### src/design/pmic_ctrl_consts.svh
/*
 * Timing and configuration constants for the control pin logic.
 * Assumes a 100 MHz system clock and a 32 kHz internal time base.
 */
`ifndef PMIC_CTRL_CONSTS_SVH
`define PMIC_CTRL_CONSTS_SVH

// Clock and slow time base periods
`define CLK_PERIOD_PS 10000
`define TICK_PERIOD_PS 31250000
`define TICK_CYCLES (`TICK_PERIOD_PS / `CLK_PERIOD_PS)
// Time base ticks in one millisecond
`define TICKS_PER_MS 32

// Width of every persistence counter
`define TMR_W 17

// Interval figures, microseconds
`define DBNC_NONE_US 0
`define DBNC_SHORT_US 31250
`define DBNC_MID_US 125000
`define DBNC_LONG_US 750000
`define LONG_PRESS_US 4000000
`define FAULT_ASSERT_US 1800
`define FAULT_OFF_US 100000
`define GOOD_DELAY_US 2000

// Least times, rounded up to whole ticks
`define US_TO_TICKS(us) (((us) * `TICKS_PER_MS + 999) / 1000)
`define DBNC_SHORT_TICKS `US_TO_TICKS(`DBNC_SHORT_US)
`define DBNC_MID_TICKS `US_TO_TICKS(`DBNC_MID_US)
`define DBNC_LONG_TICKS `US_TO_TICKS(`DBNC_LONG_US)
`define LONG_PRESS_TICKS `US_TO_TICKS(`LONG_PRESS_US)
`define FAULT_ASSERT_TICKS `US_TO_TICKS(`FAULT_ASSERT_US)
// Strictly more than the figure: one tick beyond
`define FAULT_OFF_TICKS (`US_TO_TICKS(`FAULT_OFF_US) + 1)
`define GOOD_DELAY_TICKS `US_TO_TICKS(`GOOD_DELAY_US)

// Filter select codes
`define FSEL_NONE 2'h0
`define FSEL_SHORT 2'h1
`define FSEL_MID 2'h2
`define FSEL_LONG 2'h3

`endif

### src/design/pmic_ctrl_pkg.sv
/*
 * Types shared by the control pin logic.
 * Assumes nothing beyond a SystemVerilog compiler.
 */
package pmic_ctrl_pkg;

    // Power state, one-hot
    typedef enum logic [2:0] {
        PWR_OFF = 3'h1,
        PWR_SLEEP = 3'h2,
        PWR_ON = 3'h4
    } power_state_t;

endpackage

### src/design/persist_if.sv
/*
 * Carrier between an owner and one persistence timer.
 * Assumes the owner drives condition and limit on the system clock.
 */
`timescale 1ns/1ps
`default_nettype none

interface persist_if #(parameter int W = 17);
    logic cond; // Condition being timed
    logic [W-1:0] limit; // Ticks the condition must hold
    logic reached; // Condition has held long enough

    modport owner (output cond, output limit, input reached);
    modport timer (input cond, input limit, output reached);
endinterface // persist_if

`default_nettype wire

### src/design/tick_gen.sv
/*
 * Slow time base: one-cycle tick every CYCLES clocks.
 * Assumes a free-running system clock.
 */
`timescale 1ns/1ps
`default_nettype none

module tick_gen #(
    parameter int CYCLES = 3125
) (
    input wire logic clk,
    input wire logic rst_b,
    output logic tick
);

    initial begin
        if (CYCLES < 1 || CYCLES > 65535) begin
            $error("tick_gen: CYCLES out of range");
        end
    end

    logic [15:0] div_ff; // Cycle divider

    // ****
    // Divider
    // ****
    always_ff @(posedge clk) begin
        if (!rst_b) begin
            div_ff <= 16'h0000;
        end else if (div_ff == 16'(CYCLES - 1)) begin
            div_ff <= 16'h0000;
        end else begin
            div_ff <= div_ff + 16'h0001;
        end
    end

    // Pulse at the wrap
    assign tick = (div_ff == 16'(CYCLES - 1));

endmodule // tick_gen

`default_nettype wire

### src/design/persist_timer.sv
/*
 * Counts time base ticks while a condition holds.
 * Assumes the owner recomputes condition every cycle.
 */
`timescale 1ns/1ps
`default_nettype none

module persist_timer #(
    parameter int W = 17
) (
    input wire logic clk,
    input wire logic rst_b,
    input wire logic tick,
    persist_if.timer p
);

    logic [W-1:0] cnt_ff; // Ticks with condition held

    // ****
    // Counter, restarts when condition drops
    // ****
    always_ff @(posedge clk) begin
        if (!rst_b || !p.cond) begin
            cnt_ff <= '0;
        end else if (tick && cnt_ff < p.limit) begin
            cnt_ff <= cnt_ff + 1'b1;
        end
    end

    // Held long enough; zero limit passes at once
    assign p.reached = p.cond && (cnt_ff >= p.limit);

endmodule // persist_timer

`default_nettype wire

### src/design/pmic_ctrl.sv
/*
 * Control pin logic of a power management device: turn-on detection,
 * key debounce and flags, standby, supplies-good and fault interrupt.
 * Assumes an external start-up sequencer reporting its last slot,
 * regulator fault detection, and configuration bits held static.
 */
`timescale 1ns/1ps
`default_nettype none
`include "pmic_ctrl_consts.svh"

// Overview of operation
// - Turn-on moves OFF or Sleep to ON
// - Level mode: wake high, no undervoltage
// - Edge mode: wake falling edge, no undervoltage
// - Wake turn-on sets key flag
// - Edge select comes from fixed configuration
// - Sleep regulators stay on into ON
// - Edge mode interrupts on both key edges
// - Rising-edge key debounce always 31.25 ms
// - Filter select sets turn-on debounce
// - Filter select sets falling-edge debounce
// - Key flag holds until cleared or OFF
// - Standby follows the low power request while ON
// - Request polarity chosen by invert bit
// - Timer mode: good 2 ms after sequence
// - Timer mode: good low only at turn-off
// - Supervised mode: good needs fault-free start
// - Supervised mode: 1.8 ms fault drops good
// - Supervised mode: over 100 ms fault shuts off
// - Wake restarts after fault shutdown
// - Supervised mode chosen by configuration bit
// - Unmasked fault drives fault interrupt low
// - Fault interrupt released on write-one clear
// - Edge mode: 4 s low turns off
// - Key level follows the pin undebounced
module pmic_ctrl
    import pmic_ctrl_pkg::*;
#(
    parameter int TICK_CYCLES = `TICK_CYCLES,
    parameter int DBNC_SHORT = `DBNC_SHORT_TICKS,
    parameter int DBNC_MID = `DBNC_MID_TICKS,
    parameter int DBNC_LONG = `DBNC_LONG_TICKS,
    parameter int LONG_PRESS = `LONG_PRESS_TICKS,
    parameter int FAULT_ASSERT = `FAULT_ASSERT_TICKS,
    parameter int FAULT_OFF = `FAULT_OFF_TICKS,
    parameter int GOOD_DELAY = `GOOD_DELAY_TICKS
) (
    input wire logic clk,
    input wire logic rst_b,
    input wire logic wake_input,
    input wire logic input_undervoltage_level,
    input wire logic low_power_request,
    input wire logic regulator_fault,
    input wire logic turn_on_edge_select,
    input wire logic supervised_good_enable,
    input wire logic low_power_polarity_invert,
    input wire logic [1:0] power_key_filter_sel,
    input wire logic sleep_select,
    input wire logic sequence_done,
    input wire logic key_irq_clear,
    input wire logic fault_irq_clear,
    input wire logic fault_irq_mask,
    output pmic_ctrl_pkg::power_state_t power_state,
    output logic standby_active,
    output logic sequence_start,
    output logic keep_sleep_regulators,
    output logic power_key_irq_flag,
    output logic power_key_level,
    output logic fault_irq_flag,
    output logic supplies_good_n_out,
    output logic supplies_good_n_oe_b,
    output logic fault_irq_n_out,
    output logic fault_irq_n_oe_b
);
    import pmic_ctrl_pkg::*;

    // ****
    // Elaboration checks
    // ****
    localparam int TMAX = (1 << `TMR_W) - 1;
    initial begin
        if (DBNC_SHORT > TMAX || DBNC_MID > TMAX || DBNC_LONG > TMAX ||
            LONG_PRESS > TMAX || FAULT_OFF > TMAX || GOOD_DELAY > TMAX ||
            FAULT_ASSERT > TMAX || TICK_CYCLES < 1) begin
            $error("pmic_ctrl: count parameter out of range");
        end
    end

    // Timer slots
    localparam int T_TON = 0; // Turn-on qualify
    localparam int T_KFALL = 1; // Key falling edge
    localparam int T_KRISE = 2; // Key rising edge
    localparam int T_LONG = 3; // Long press
    localparam int T_FASS = 4; // Fault to good low
    localparam int T_FOFF = 5; // Fault to shutdown
    localparam int T_GOOD = 6; // Sequence end to good
    localparam int NTMR = 7;

    logic tick; // Slow time base pulse
    logic [3:0] sync_a_ff; // First synchroniser stage
    logic [3:0] sync_b_ff; // Second synchroniser stage
    logic wake_s; // Synchronised key pin
    logic uv_s; // Synchronised undervoltage level
    logic lpr_s; // Synchronised low power request
    logic flt_s; // Synchronised regulator fault
    logic flt_q_ff; // Fault of last cycle
    power_state_t state_ff; // Power state
    power_state_t nxt_state; // Next power state
    logic armed_ff; // Key seen high since last turn-on or leaving ON
    logic turn_on; // Turn-on event this cycle
    logic off_req; // Key turn-off request
    logic fault_shutdown; // Fault persisted too long
    logic kfall_q_ff; // Falling debounce reached last cycle
    logic krise_q_ff; // Rising debounce reached last cycle
    logic key_event; // Debounced key edge
    logic key_flag_ff; // Key interrupt flag
    logic key_lvl_ff; // Key level sense
    logic flt_flag_ff; // Fault interrupt flag
    logic irq_drive_ff; // Fault pin driven low
    logic seq_done_ff; // Sequencer finished this start
    logic fault_seen_ff; // Fault during start or while on
    logic good_ff; // Supplies good released
    logic low_power_request_ff; // Standby mode
    logic start_ff; // Sequence start pulse
    logic from_sleep_ff; // Start came out of Sleep

    persist_if #(.W(`TMR_W)) tp[NTMR] ();

    // ****
    // Time base and timers
    // ****
    tick_gen #(.CYCLES(TICK_CYCLES)) u_tick (
        .clk(clk),
        .rst_b(rst_b),
        .tick(tick)
    );

    // One persistence counter per interval
    genvar gi;
    generate
        for (gi = 0; gi < NTMR; gi++) begin : g_tmr
            persist_timer #(.W(`TMR_W)) u_tmr (
                .clk(clk),
                .rst_b(rst_b),
                .tick(tick),
                .p(tp[gi])
            );
        end
    endgenerate

    // Turn-on debounce per filter select
    function automatic logic [`TMR_W-1:0] ton_limit(input logic [1:0] s);
        unique case (s)
            `FSEL_NONE: ton_limit = '0;
            `FSEL_SHORT: ton_limit = `TMR_W'(DBNC_SHORT);
            `FSEL_MID: ton_limit = `TMR_W'(DBNC_MID);
            `FSEL_LONG: ton_limit = `TMR_W'(DBNC_LONG);
        endcase
    endfunction

    // Falling-edge interrupt debounce per filter select
    function automatic logic [`TMR_W-1:0] fall_limit(input logic [1:0] s);
        unique case (s)
            `FSEL_NONE, `FSEL_SHORT: fall_limit = `TMR_W'(DBNC_SHORT);
            `FSEL_MID: fall_limit = `TMR_W'(DBNC_MID);
            `FSEL_LONG: fall_limit = `TMR_W'(DBNC_LONG);
        endcase
    endfunction

    // ****
    // Pin synchronisers
    // ****
    always_ff @(posedge clk) begin
        if (!rst_b) begin
            sync_a_ff <= 4'h0;
            sync_b_ff <= 4'h0;
        end else begin
            sync_a_ff <= {regulator_fault, low_power_request,
                          input_undervoltage_level, wake_input};
            sync_b_ff <= sync_a_ff;
        end
    end

    assign wake_s = sync_b_ff[0];
    assign uv_s = sync_b_ff[1];
    assign lpr_s = sync_b_ff[2];
    assign flt_s = sync_b_ff[3];

    // ****
    // Timer conditions, all on the slow base
    // ****
    // Level mode: wake high; edge mode: armed key held low
    assign tp[T_TON].cond = (state_ff != PWR_ON) && !uv_s &&
        (turn_on_edge_select ? (armed_ff && !wake_s) : wake_s);
    assign tp[T_TON].limit = ton_limit(power_key_filter_sel);
    assign tp[T_KFALL].cond = turn_on_edge_select && !wake_s;
    assign tp[T_KFALL].limit = fall_limit(power_key_filter_sel);
    assign tp[T_KRISE].cond = turn_on_edge_select && wake_s;
    assign tp[T_KRISE].limit = `TMR_W'(DBNC_SHORT);
    assign tp[T_LONG].cond = turn_on_edge_select &&
        (state_ff == PWR_ON) && !wake_s;
    assign tp[T_LONG].limit = `TMR_W'(LONG_PRESS);
    assign tp[T_FASS].cond = supervised_good_enable &&
        (state_ff == PWR_ON) && flt_s;
    assign tp[T_FASS].limit = `TMR_W'(FAULT_ASSERT);
    assign tp[T_FOFF].cond = supervised_good_enable &&
        (state_ff == PWR_ON) && flt_s;
    assign tp[T_FOFF].limit = `TMR_W'(FAULT_OFF);
    assign tp[T_GOOD].cond = (state_ff == PWR_ON) && seq_done_ff;
    assign tp[T_GOOD].limit = `TMR_W'(GOOD_DELAY);

    // ****
    // Events
    // ****
    assign turn_on = tp[T_TON].reached;
    assign off_req = turn_on_edge_select ? tp[T_LONG].reached : !wake_s;
    assign fault_shutdown = tp[T_FOFF].reached;
    assign key_event = (tp[T_KFALL].reached && !kfall_q_ff) ||
        (tp[T_KRISE].reached && !krise_q_ff);

    // ****
    // Power state
    // ****
    always_comb begin
        nxt_state = state_ff;
        unique case (state_ff)
            PWR_OFF, PWR_SLEEP: begin
                if (turn_on) begin
                    nxt_state = PWR_ON;
                end
            end
            PWR_ON: begin
                if (fault_shutdown) begin
                    nxt_state = PWR_OFF;
                end else if (off_req) begin
                    nxt_state = sleep_select ? PWR_SLEEP : PWR_OFF;
                end
            end
            default: begin
                nxt_state = PWR_OFF;
            end
        endcase
    end

    always_ff @(posedge clk) begin
        if (!rst_b) begin
            state_ff <= PWR_OFF;
        end else begin
            state_ff <= nxt_state;
        end
    end

    // Edge arming: a new press needs the key released first
    always_ff @(posedge clk) begin
        if (!rst_b) begin
            armed_ff <= 1'b0;
        end else if (turn_on || (state_ff == PWR_ON && nxt_state != PWR_ON)) begin
            // Leaving ON disarms too, so a held key cannot restart
            armed_ff <= 1'b0;
        end else if (wake_s) begin
            armed_ff <= 1'b1;
        end
    end

    // ****
    // Sequencer handshake
    // ****
    always_ff @(posedge clk) begin
        if (!rst_b) begin
            start_ff <= 1'b0;
            from_sleep_ff <= 1'b0;
        end else begin
            start_ff <= turn_on;
            if (turn_on) begin
                // Sleep regulators kept, not re-sequenced
                from_sleep_ff <= (state_ff == PWR_SLEEP);
            end
        end
    end

    // Last sequenced regulator enabled for this start
    always_ff @(posedge clk) begin
        if (!rst_b || turn_on || state_ff != PWR_ON) begin
            seq_done_ff <= 1'b0;
        end else if (sequence_done) begin
            seq_done_ff <= 1'b1;
        end
    end

    // ****
    // Key flags
    // ****
    always_ff @(posedge clk) begin
        if (!rst_b) begin
            kfall_q_ff <= 1'b0;
            krise_q_ff <= 1'b0;
            key_lvl_ff <= 1'b0;
        end else begin
            kfall_q_ff <= tp[T_KFALL].reached;
            krise_q_ff <= tp[T_KRISE].reached;
            key_lvl_ff <= wake_s;
        end
    end

    // Set wins over a clear in the same cycle
    always_ff @(posedge clk) begin
        if (!rst_b) begin
            key_flag_ff <= 1'b0;
        end else if (turn_on || (key_event && state_ff != PWR_OFF)) begin
            key_flag_ff <= 1'b1;
        end else if (key_irq_clear || state_ff == PWR_OFF) begin
            key_flag_ff <= 1'b0;
        end
    end

    // ****
    // Fault interrupt
    // ****
    always_ff @(posedge clk) begin
        if (!rst_b) begin
            flt_q_ff <= 1'b0;
            flt_flag_ff <= 1'b0;
        end else begin
            flt_q_ff <= flt_s;
            if (flt_s && !flt_q_ff) begin
                flt_flag_ff <= 1'b1;
            end else if (fault_irq_clear) begin
                flt_flag_ff <= 1'b0;
            end
        end
    end

    // Pin driven while flag set and unmasked
    always_ff @(posedge clk) begin
        if (!rst_b) begin
            irq_drive_ff <= 1'b0;
        end else begin
            irq_drive_ff <= flt_flag_ff && !fault_irq_mask;
        end
    end

    // ****
    // Supplies good
    // ****
    // Faults in start-up or held on bar the release
    always_ff @(posedge clk) begin
        if (!rst_b || turn_on) begin
            fault_seen_ff <= 1'b0;
        end else if (state_ff == PWR_ON &&
                     ((flt_s && !good_ff) || tp[T_FASS].reached)) begin
            fault_seen_ff <= 1'b1;
        end
    end

    always_ff @(posedge clk) begin
        if (!rst_b) begin
            good_ff <= 1'b0;
        end else if (nxt_state != PWR_ON) begin
            good_ff <= 1'b0;
        end else if (tp[T_FASS].reached) begin
            good_ff <= 1'b0;
        end else if (tp[T_GOOD].reached &&
                     !(supervised_good_enable && fault_seen_ff)) begin
            good_ff <= 1'b1;
        end
    end

    // ****
    // Standby
    // ****
    always_ff @(posedge clk) begin
        if (!rst_b) begin
            low_power_request_ff <= 1'b0;
        end else begin
            low_power_request_ff <= (state_ff == PWR_ON) &&
                (lpr_s ^ low_power_polarity_invert);
        end
    end

    // ****
    // Outputs
    // ****
    assign power_state = state_ff;
    assign standby_active = low_power_request_ff;
    assign sequence_start = start_ff;
    assign keep_sleep_regulators = from_sleep_ff;
    assign power_key_irq_flag = key_flag_ff;
    assign power_key_level = key_lvl_ff;
    assign fault_irq_flag = flt_flag_ff;
    // Open drain: only ever pulls low
    assign supplies_good_n_out = 1'b0;
    assign supplies_good_n_oe_b = good_ff;
    assign fault_irq_n_out = 1'b0;
    assign fault_irq_n_oe_b = !irq_drive_ff;

endmodule // pmic_ctrl

`default_nettype wire

### config.mk
export PLATFORM = sky130hd
export DESIGN_NAME = pmic_ctrl
export DESIGN_NICKNAME = d
export VERILOG_FILES = /design/src/design/pmic_ctrl_pkg.sv /design/src/design/persist_if.sv /design/src/design/tick_gen.sv /design/src/design/persist_timer.sv /design/src/design/pmic_ctrl.sv
export VERILOG_INCLUDE_DIRS = /design/src /design/src/design
export SDC_FILE = /design/constraint.sdc
export NUM_CORES = 1
export LEC_CHECK = 0
export BUFFER_PORTS_ARGS = -buffer_cell sky130_fd_sc_hd__buf_2
export CORE_MARGIN = 1
export CORE_UTILIZATION = 40
export DETAILED_ROUTE_END_ITERATION = 12
export PLACE_DENSITY = 0.61
export RECOVER_POWER = 100
export REMOVE_ABC_BUFFERS = 1
export SLEW_MARGIN = 25
export SYNTH_ARGS = -nofsm -noshare
export SYNTH_HDL_FRONTEND = slang
export SYNTH_HIERARCHICAL = 1
export SYNTH_SLANG_ARGS = --single-unit
### constraint.sdc
create_clock -name clk -period 6.36 [get_ports clk]
set_clock_uncertainty 0.1 [all_clocks]
set_input_delay 0 -clock clk [delete_from_list [all_inputs] [get_ports clk]]
set_output_delay 0 -clock clk [all_outputs]
set_load 0.05 [all_outputs]
==> results of run 1 <==
## area by class of cell
cell class | count | area, um^2
inverter | 178 | 668
timing repair buffer | 40 | 249
clock inverter | 12 | 181
multi-input combinational | 1065 | 6930
clock buffer | 20 | 447
tap | 335 | 419
fill | 2610 | 14100
sequential | 160 | 3200
## where the power goes
group	leakage (nW)	internal [W]	switching, W
clock	0.299	0.000671	0.000426
combinational	3.38	0.0000430	0.0000720
sequential	1.29	0.00101	0.00000383
## synthesized netlist by cell type (3+ instances only)
library cell	n
nand4_2	12
or4_1	45
nand3_2	6
clkbuf_1	11
nand2b_1	15
o31ai_1	31
xor2_1	11
o21a_1	8
o21ai_0	55
o21ai_2	7
nor2_1	91
xnor2_1	24
o21ai_1	13
and3_1	15
buf_6	9
o211ai_1	31
dfxtp_1	160
nor3_2	6
nand4_1	53
nand2_1	98
a211oi_1	8
and2_1	31
mux2i_1	8
a21oi_1	108
inv_1	178
nor2b_1	6
nor2_4	6
or3_1	41
nor3_1	7
nor4_1	14
ha_1	134
nand3_1	51
a22oi_4	6
buf_4	3
## metal layers
metal | vias up | GRT usage, % | wire [um]
met1 | 4191 | 23.4 | 11300
met5 | - | 0 | 0
met2 | 109 | 28.2 | 10300
li1 | 4900 | - | -
met4 | 0 | 4.96 | 283
met3 | 12 | 2.93 | 632
## per-stage QoR
| stage | total power (W) | area [um^2] | hold WS [ps] | utilization (%) |
|---|---|---|---|---|
| floorplan | 0.00111 | 11000 | -28.0 | - |
| finish | 0.00222 | 12100 | 158 | 46.2 |
| detailed placement | 0.00114 | 11500 | 62.6 | 44.0 |
| CTS | 0.00226 | 12300 | 4.30 | 46.9 |
| global route | 0.00232 | 12100 | 179 | 46.2 |
| global placement | 0.00114 | 11500 | 57.9 | 44.0 |
## flip-flops by register name (all words and copies together), names as in the netlist, 3 cells and up
register            cells
g_tmr.u_tmr/cnt_ff    119
power_state             3
sync_a_ff               4
u_tick/div_ff          16
sync_b_ff               4
## logic make-up (layout without fill, tap and decap cells)
family / count (synthesis) / count (layout)
compound gates: 278 / 278
simple gates: 507 / 507
fa+ha+maj: 134 / 134
mux: 8 / 8
buf+inv: 202 / 250
other cells: 2 / 103
xor+xnor: 35 / 35
flops: 160 / 160
## placed cells by master, fill, tap and decap left out, drive strengths merged, types with 15 or more instances in the layout
cell	synthesis	final
o31ai	31	31
conb	2	103
and3	15	15
clkbuf	11	33
xnor2	24	24
nand3	57	57
nand2	98	98
nand4	65	65
ha	134	134
a21oi	108	108
nor2	97	97
or3	41	41
and2	31	31
or4	45	45
inv	178	180
o211ai	31	31
nand2b	15	15
o21ai	75	75
dfxtp	160	160
## worst max-delay path by stage
stage,from,end,depth (start not counted)
6_report,u_tick/div_ff[7]$_SDFF_PP0_,g_tmr[0].u_tmr/cnt_ff[15]$_SDFFE_PP0P_,8
5_1_grt,g_tmr[4].u_tmr/cnt_ff[8]$_SDFFE_PP0P_,fault_seen_ff$_SDFFE_PP0P_,9
4_1_cts,g_tmr[5].u_tmr/cnt_ff[14]$_SDFFE_PP0P_,power_state[1]$_SDFF_PN0_,10
3_5_place_dp,u_tick/div_ff[7]$_SDFF_PP0_,g_tmr[0].u_tmr/cnt_ff[15]$_SDFFE_PP0P_,8
3_3_place_gp,power_key_filter_sel[1],supplies_good_n_oe_b$_SDFFE_PP0P_,14
2_1_floorplan,u_tick/div_ff[7]$_SDFF_PP0_,g_tmr[0].u_tmr/cnt_ff[15]$_SDFFE_PP0P_,7
## worst max-delay path: cells and delay by family (launching register included)
kind / cells / cell delay, ps
buf+inv: 1 / 1180
flops: 1 / 350
simple gates: 6 / 2300
compound gates: 1 / 170
## timing repair
item                      in CTS  in global routing
hold endpoints to repair      14                  0
gates resized for setup        0                  0
hold buffers                  13                  0
==> flow_summary.toml, run 1 <==
[sta]
max_slew_margin_pct = -70.4
setup_tns_ps = 0
rsz0062_at_grt = "no"
finalHoldViolCount = 0
finalCritPeriodShare_pct = 66.1
worst_slack_ps = 2160
worst_slew_pin_slew_ps = 2530
final_max_slew_viol_count = 117
max_freq_mhz = 238
finalSetupViolCount = 0
period_minus_slack_ps = 4200

[synthesis]
synth_area_leaders = "dfxtp_1 (30%), ha_1 (16%), inv_1 (6.2%)"
synth_top_family_by_area = "simple AND/OR/NAND/NOR gates"
synth-simple-area-share_pct = 26.7
synth-seq-cells = 160
yosysSeqAreaShare_pct = 29.7
synth_xor_area_share_pct = 2.85
muxShareOfSynthArea_pct = 0.744
synth_cells = 1326
async_flop_share_pct = 0
synth_top_area_share_pct = 29.7
synthAdderAreaFrac_pct = 15.6
ys.flop_type = "dfxtp_1"
syn-mean-instance-area_um2 = 8.12
synth.distinct_cells = 54
ys.warnings.count = 6
synth-compound-area-share_pct = 16.5
syn-cell-area_mm2 = 0.0108
synth_area_leader_cell = "dfxtp_1"
synth_edf_count = 0

[global_routing]
grt_overflow_total = 0
grt_start_max_net_pins = 39
antenna_found_initial = 0
grt_pass1_vias = 8558
grt_usage_pct = 17.3
grt_pass1_wl_mm = 39.9

[place]
gp_congestion = 0.797
dpl.hpwl_mm = 16.9
portBuffers = 26
pre_cts_slack_ps = 3280
dp_cells = 1765

[cells_and_area]
final_nets = 1612
stdcell_count = 1810
antenna_cells = 0
drive_above_1_share_pct = 4.61
area_growth_pct = 12.4

[worst_setup_path]
reg2reg_to = "g_tmr[0].u_tmr/cnt_ff[15]$_SDFFE_PP0P_"
r2r_start = "u_tick/div_ff[7]$_SDFF_PP0_"
worstPathRequired_ps = 6600
cp.arrival_ps = 4440
max_stage_delay_ps = 1180
r2r_cells = 8
crit_path_top_delay_cell = "clkbuf_1"
r2r_slack_ps = 2160
crit_type = "reg2reg"
cp_cell_sequence = "or4b_1 -> nor4_1 -> clkbuf_1 -> nand3_1 -> nor3_1 -> nand4_1 -> or4_1 -> a21oi_1"
start_kind = "flip-flop"
worst_setup_path_end_kind = "flip-flop"
cp_max_fo = 30

[worst_hold_path]
whs_path_depth = 3
holdPathEnd = "irq_drive_ff$_SDFF_PN0_"
hold_class = "in2reg"
hp-start = "fault_irq_mask"

[clock_tree]
cts.sinks = 160
cts_tree = "built"
cts_buffer_depth = 2
cts_setup_buffers = 0
clk_pin_slew_worst_paths_ps = 70
clock_latency_ps = 430
numCtsBuffers = 17
cts-root-buf = "clkbuf_16"
htree_num_levels = 4

[routing]
post_drt_wl_per_cell_um = 12.5
first_iter_violations = 384
postRouteWirelength_mm = 22.6
drt_first_pass_iters = 7
routed-via-count = 9212
vias_per_cell = 5.09
drc = 0
ant_nets = 0

[die]
start_util_pct = 41.1
ioPinCount = 29
die_w_um = 166
row_count = 59
die_height_um = 166
coreArea_mm2 = 0.0262
dieArea_mm2 = 0.0276

[power_and_ir_drop]
p_per_area_mw_per_mm2 = 184
ir_drop_mv = 0.125
power_leakage_nw = 4.97

[job]
drv_cap = 4

[outcome]
outcome = "complete, but fails checks"
violations = "max-capacitance violations, max-slew violations"
(Power assumes the default switching activity.)
==> run 2, diff against run 1 <==
- ABC_AREA: unset -> 1
- clock period: 6.36 -> 4 ns (I/O delays scaled with it)
==> flow_summary.toml, run 2 <==
[outcome]
outcome = "complete, but fails checks"
violations = "max-capacitance violations, max-slew violations"

[worst_setup_path]
cp_max_fo = 19
start_kind = "flip-flop"
worstPathRequired_ps = 4270
cp_cell_sequence = "ha_1 -> nand2_1 -> nor2_1 -> nand2_2 -> clkinv_1 -> nand2_1 -> o211ai_1 -> nand2_1 -> inv_1 -> inv_1 -> nand2_1 -> nand2_1 -> nand2_1 -> a21oi_1 -> dlygate4sd3_1"
timing.critical_path.buf_inv = 4
crit_path_top_delay_cell = "dlygate4sd3_1"
max_stage_delay_ps = 550
worst_setup_path_end_kind = "flip-flop"
crit_type = "reg2reg"
cpLargestDelayFamily = "simple AND/OR/NAND/NOR gates"
cp.arrival_ps = 3330
cpMostUsedCell = "nand2_1"

[cells_and_area]
area_growth_pct = 10.7
drive_above_1_share_pct = 6.53
finalInstanceArea_mm2 = 0.0145
final_common_cell = "nand2_1"
final_cell_mix = "nand2_1 (561), inv_1 (418), nor2_1 (318)"
stdcell_count = 2672
final_nets = 2373
largest_reg_flops = 119
regMostFlops = "g_tmr.u_tmr/cnt_ff"
reg_top3 = "g_tmr.u_tmr/cnt_ff: 119 flops, u_tick/div_ff: 16 flops"

[die]
die_height_um = 183
start_util_pct = 41.1
coreArea_mm2 = 0.0319
row_count = 65
ioPinCount = 29
die_w_um = 183
dieArea_mm2 = 0.0335

[sta]
finalCritPeriodShare_pct = 76.5
setup_tns_ps = 0
max_freq_mhz = 327
max_slew_margin_pct = -12.2
period_minus_slack_ps = 3060
rsz0062_at_grt = "no"
finalHoldViolCount = 0
finalSetupViolCount = 0
worst_slew_pin_slew_ps = 1680
final_max_slew_viol_count = 28

[power_and_ir_drop]
p_sw_share_pct = 24.4
power.switching_w = 0.000869
ir_drop_mv = 0.262
p_per_area_mw_per_mm2 = 245
p_int_w = 0.00269
combPwrFrac_pct = 5.7
power_leakage_nw = 7.33
seqPwrFrac_pct = 45.2
pwr-share-clk_pct = 49.1

[synthesis]
synth_cells = 2097
synth_edf_count = 0
yosysSeqAreaShare_pct = 24.4
synth_top_area_share_pct = 24.4
synthTopCellsByCount = "nand2_1 (555), inv_1 (411), nor2_1 (318), dfxtp_1 (160), nand3_1 (135)"
ys.flop_type = "dfxtp_1"
async_flop_share_pct = 0
ys.warnings.count = 6
synth_xor_area_share_pct = 3.14
synth_area_leader_cell = "dfxtp_1"
syn-mean-instance-area_um2 = 6.25
syn-cell-area_mm2 = 0.0131
muxShareOfSynthArea_pct = 0
synth.distinct_cells = 39
synth-compound-area-share_pct = 3.24
synth_area_leaders = "dfxtp_1 (24%), nand2_1 (16%), ha_1 (13%)"
synth_top_family_by_area = "simple AND/OR/NAND/NOR gates"
yosysMostFrequentCell = "nand2_1"
synthAdderAreaFrac_pct = 12.8
synth-seq-cells = 160
synth-simple-area-share_pct = 41.7

[clock_tree]
post_cts_resized = 0
cts_buffer_depth = 2
cts_tree = "built"
numCtsBuffers = 17
holdBufCountCts = 13
cts_setup_buffers = 0
htree_num_levels = 4
cts.sinks = 160
cts-root-buf = "clkbuf_16"
clock_latency_ps = 430
clk_pin_slew_worst_paths_ps = 80

[place]
dp_cells = 2626
dpl_cell_area_mm2 = 0.0139
dpl.hpwl_mm = 21.3
gp_congestion = 0.856
portBuffers = 26

[job]
drv_cap = 1

[routing]
ant_nets = 0
postRouteWirelength_mm = 28.5
vias_per_cell = 4.51
post_drt_wl_per_cell_um = 10.7
drt_first_pass_iters = 5
drc = 0
first_iter_violations = 525
routed-via-count = 12000

[worst_hold_path]
hold_class = "in2reg"

[global_routing]
grt_pass1_wl_mm = 50.2
grt_pass1_vias = 11300
antenna_found_initial = 0
grt_overflow_total = 0
grt_usage_pct = 17.9
grt_start_max_net_pins = 29
run 2: cell types whose count changed after synthesis, moves of 38 or more:
cell	before	now
a21oi_1	108	38
nor2_1	91	318
o21ai_0	55	5
or4_1	45	0
nor2_2	0	38
nand3_1	51	135
or3_1	41	0
inv_1	178	411
nand2_1	98	555
run 2: worst register-to-register path, stage by stage, from the launching register on:
cell and delay (ps):
dfxtp_1 420, ha_1 270, nand2_1 80, nor2_1 60, nand2_2 110, clkinv_1 90
nand2_1 480, o211ai_1 270, nand2_1 110, inv_1 40, inv_1 40, nand2_1 60
nand2_1 130, nand2_1 90, a21oi_1 120, dlygate4sd3_1 550
run 2: worst paths after layout:
check | slack [ps] | depth (start not counted) | startpoint | to
hold / removal | 180 | 3 | fault_irq_mask | irq_drive_ff$_SDFF_PN0_
setup reg to reg | 940 | 15 | g_tmr[3].u_tmr/cnt_ff[11]$_SDFFE_PP0P_ | supplies_good_n_oe_b$_SDFFE_PP0P_
hold reg to reg | 310 | 2 | sync_a_ff[0]$_SDFF_PN0_ | sync_b_ff[0]$_SDFF_PN0_
setup / recovery | 940 | 15 | g_tmr[3].u_tmr/cnt_ff[11]$_SDFFE_PP0P_ | supplies_good_n_oe_b$_SDFFE_PP0P_
run 2: layout make-up:
type,instances,area [um^2]
Fill cell,3393,17400
Multi-Input combinational cell,1565,8250
Sequential cell,160,3200
Inverter,439,1650
Tap cell,435,544
Clock buffer,20,457
Timing Repair Buffer,40,249
Clock inverter,12,158
Antenna cell,1,2.50
run 2: layer usage:
layer	GRT usage (%)	share of wire (%)	vias to the layer above
li1	-	-	6555
met1	23.5	50	5305
met3	2.56	3.1	30
met5	0	0	-
met4	4.93	1.6	0
met2	30.4	46	149
run 2: stage by stage:
| stage | worst slack, ps | utilization, % | power, W | hold slack (ps) |
|---|---|---|---|---|
| 2_1_floorplan | -1680 | - | 0.00179 | -20.7 |
| 3_3_place_gp | 1310 | 43.6 | 0.00183 | 80.2 |
| 3_5_place_dp | 1310 | 43.6 | 0.00184 | 87.4 |
| 4_1_cts | 1160 | 46.0 | 0.00361 | 19.7 |
| 5_1_grt | 625 | 45.5 | 0.00371 | 177 |
| 6_report | 939 | 45.5 | 0.00356 | 177 |
run 2: kinds of logic (layout without fill, tap and decap cells):
group                      count (synthesis)  in the layout
adders and majority gates                134            134
DFF                                      160            160
other                                      2            104
buffers and inverters                    473            511
xor gates and xnor gates                  47             47
and+or+nand+nor                         1210           1210
AOI/OAI and AO/OA                         71             71
run 2: power by group through the flow:
| stage | sequential [W] | combinational (W) | clock [W] |
|---|---|---|---|
| CTS | 0.00161 | 0.000202 | 0.00180 |
| floorplan | 0.00164 | 0.000143 | 0 |
| global placement | 0.00164 | 0.000186 | 0 |
| finish | 0.00161 | 0.000202 | 0.00175 |
| global route | 0.00161 | 0.000241 | 0.00186 |
| detailed placement | 0.00164 | 0.000192 | 0 |
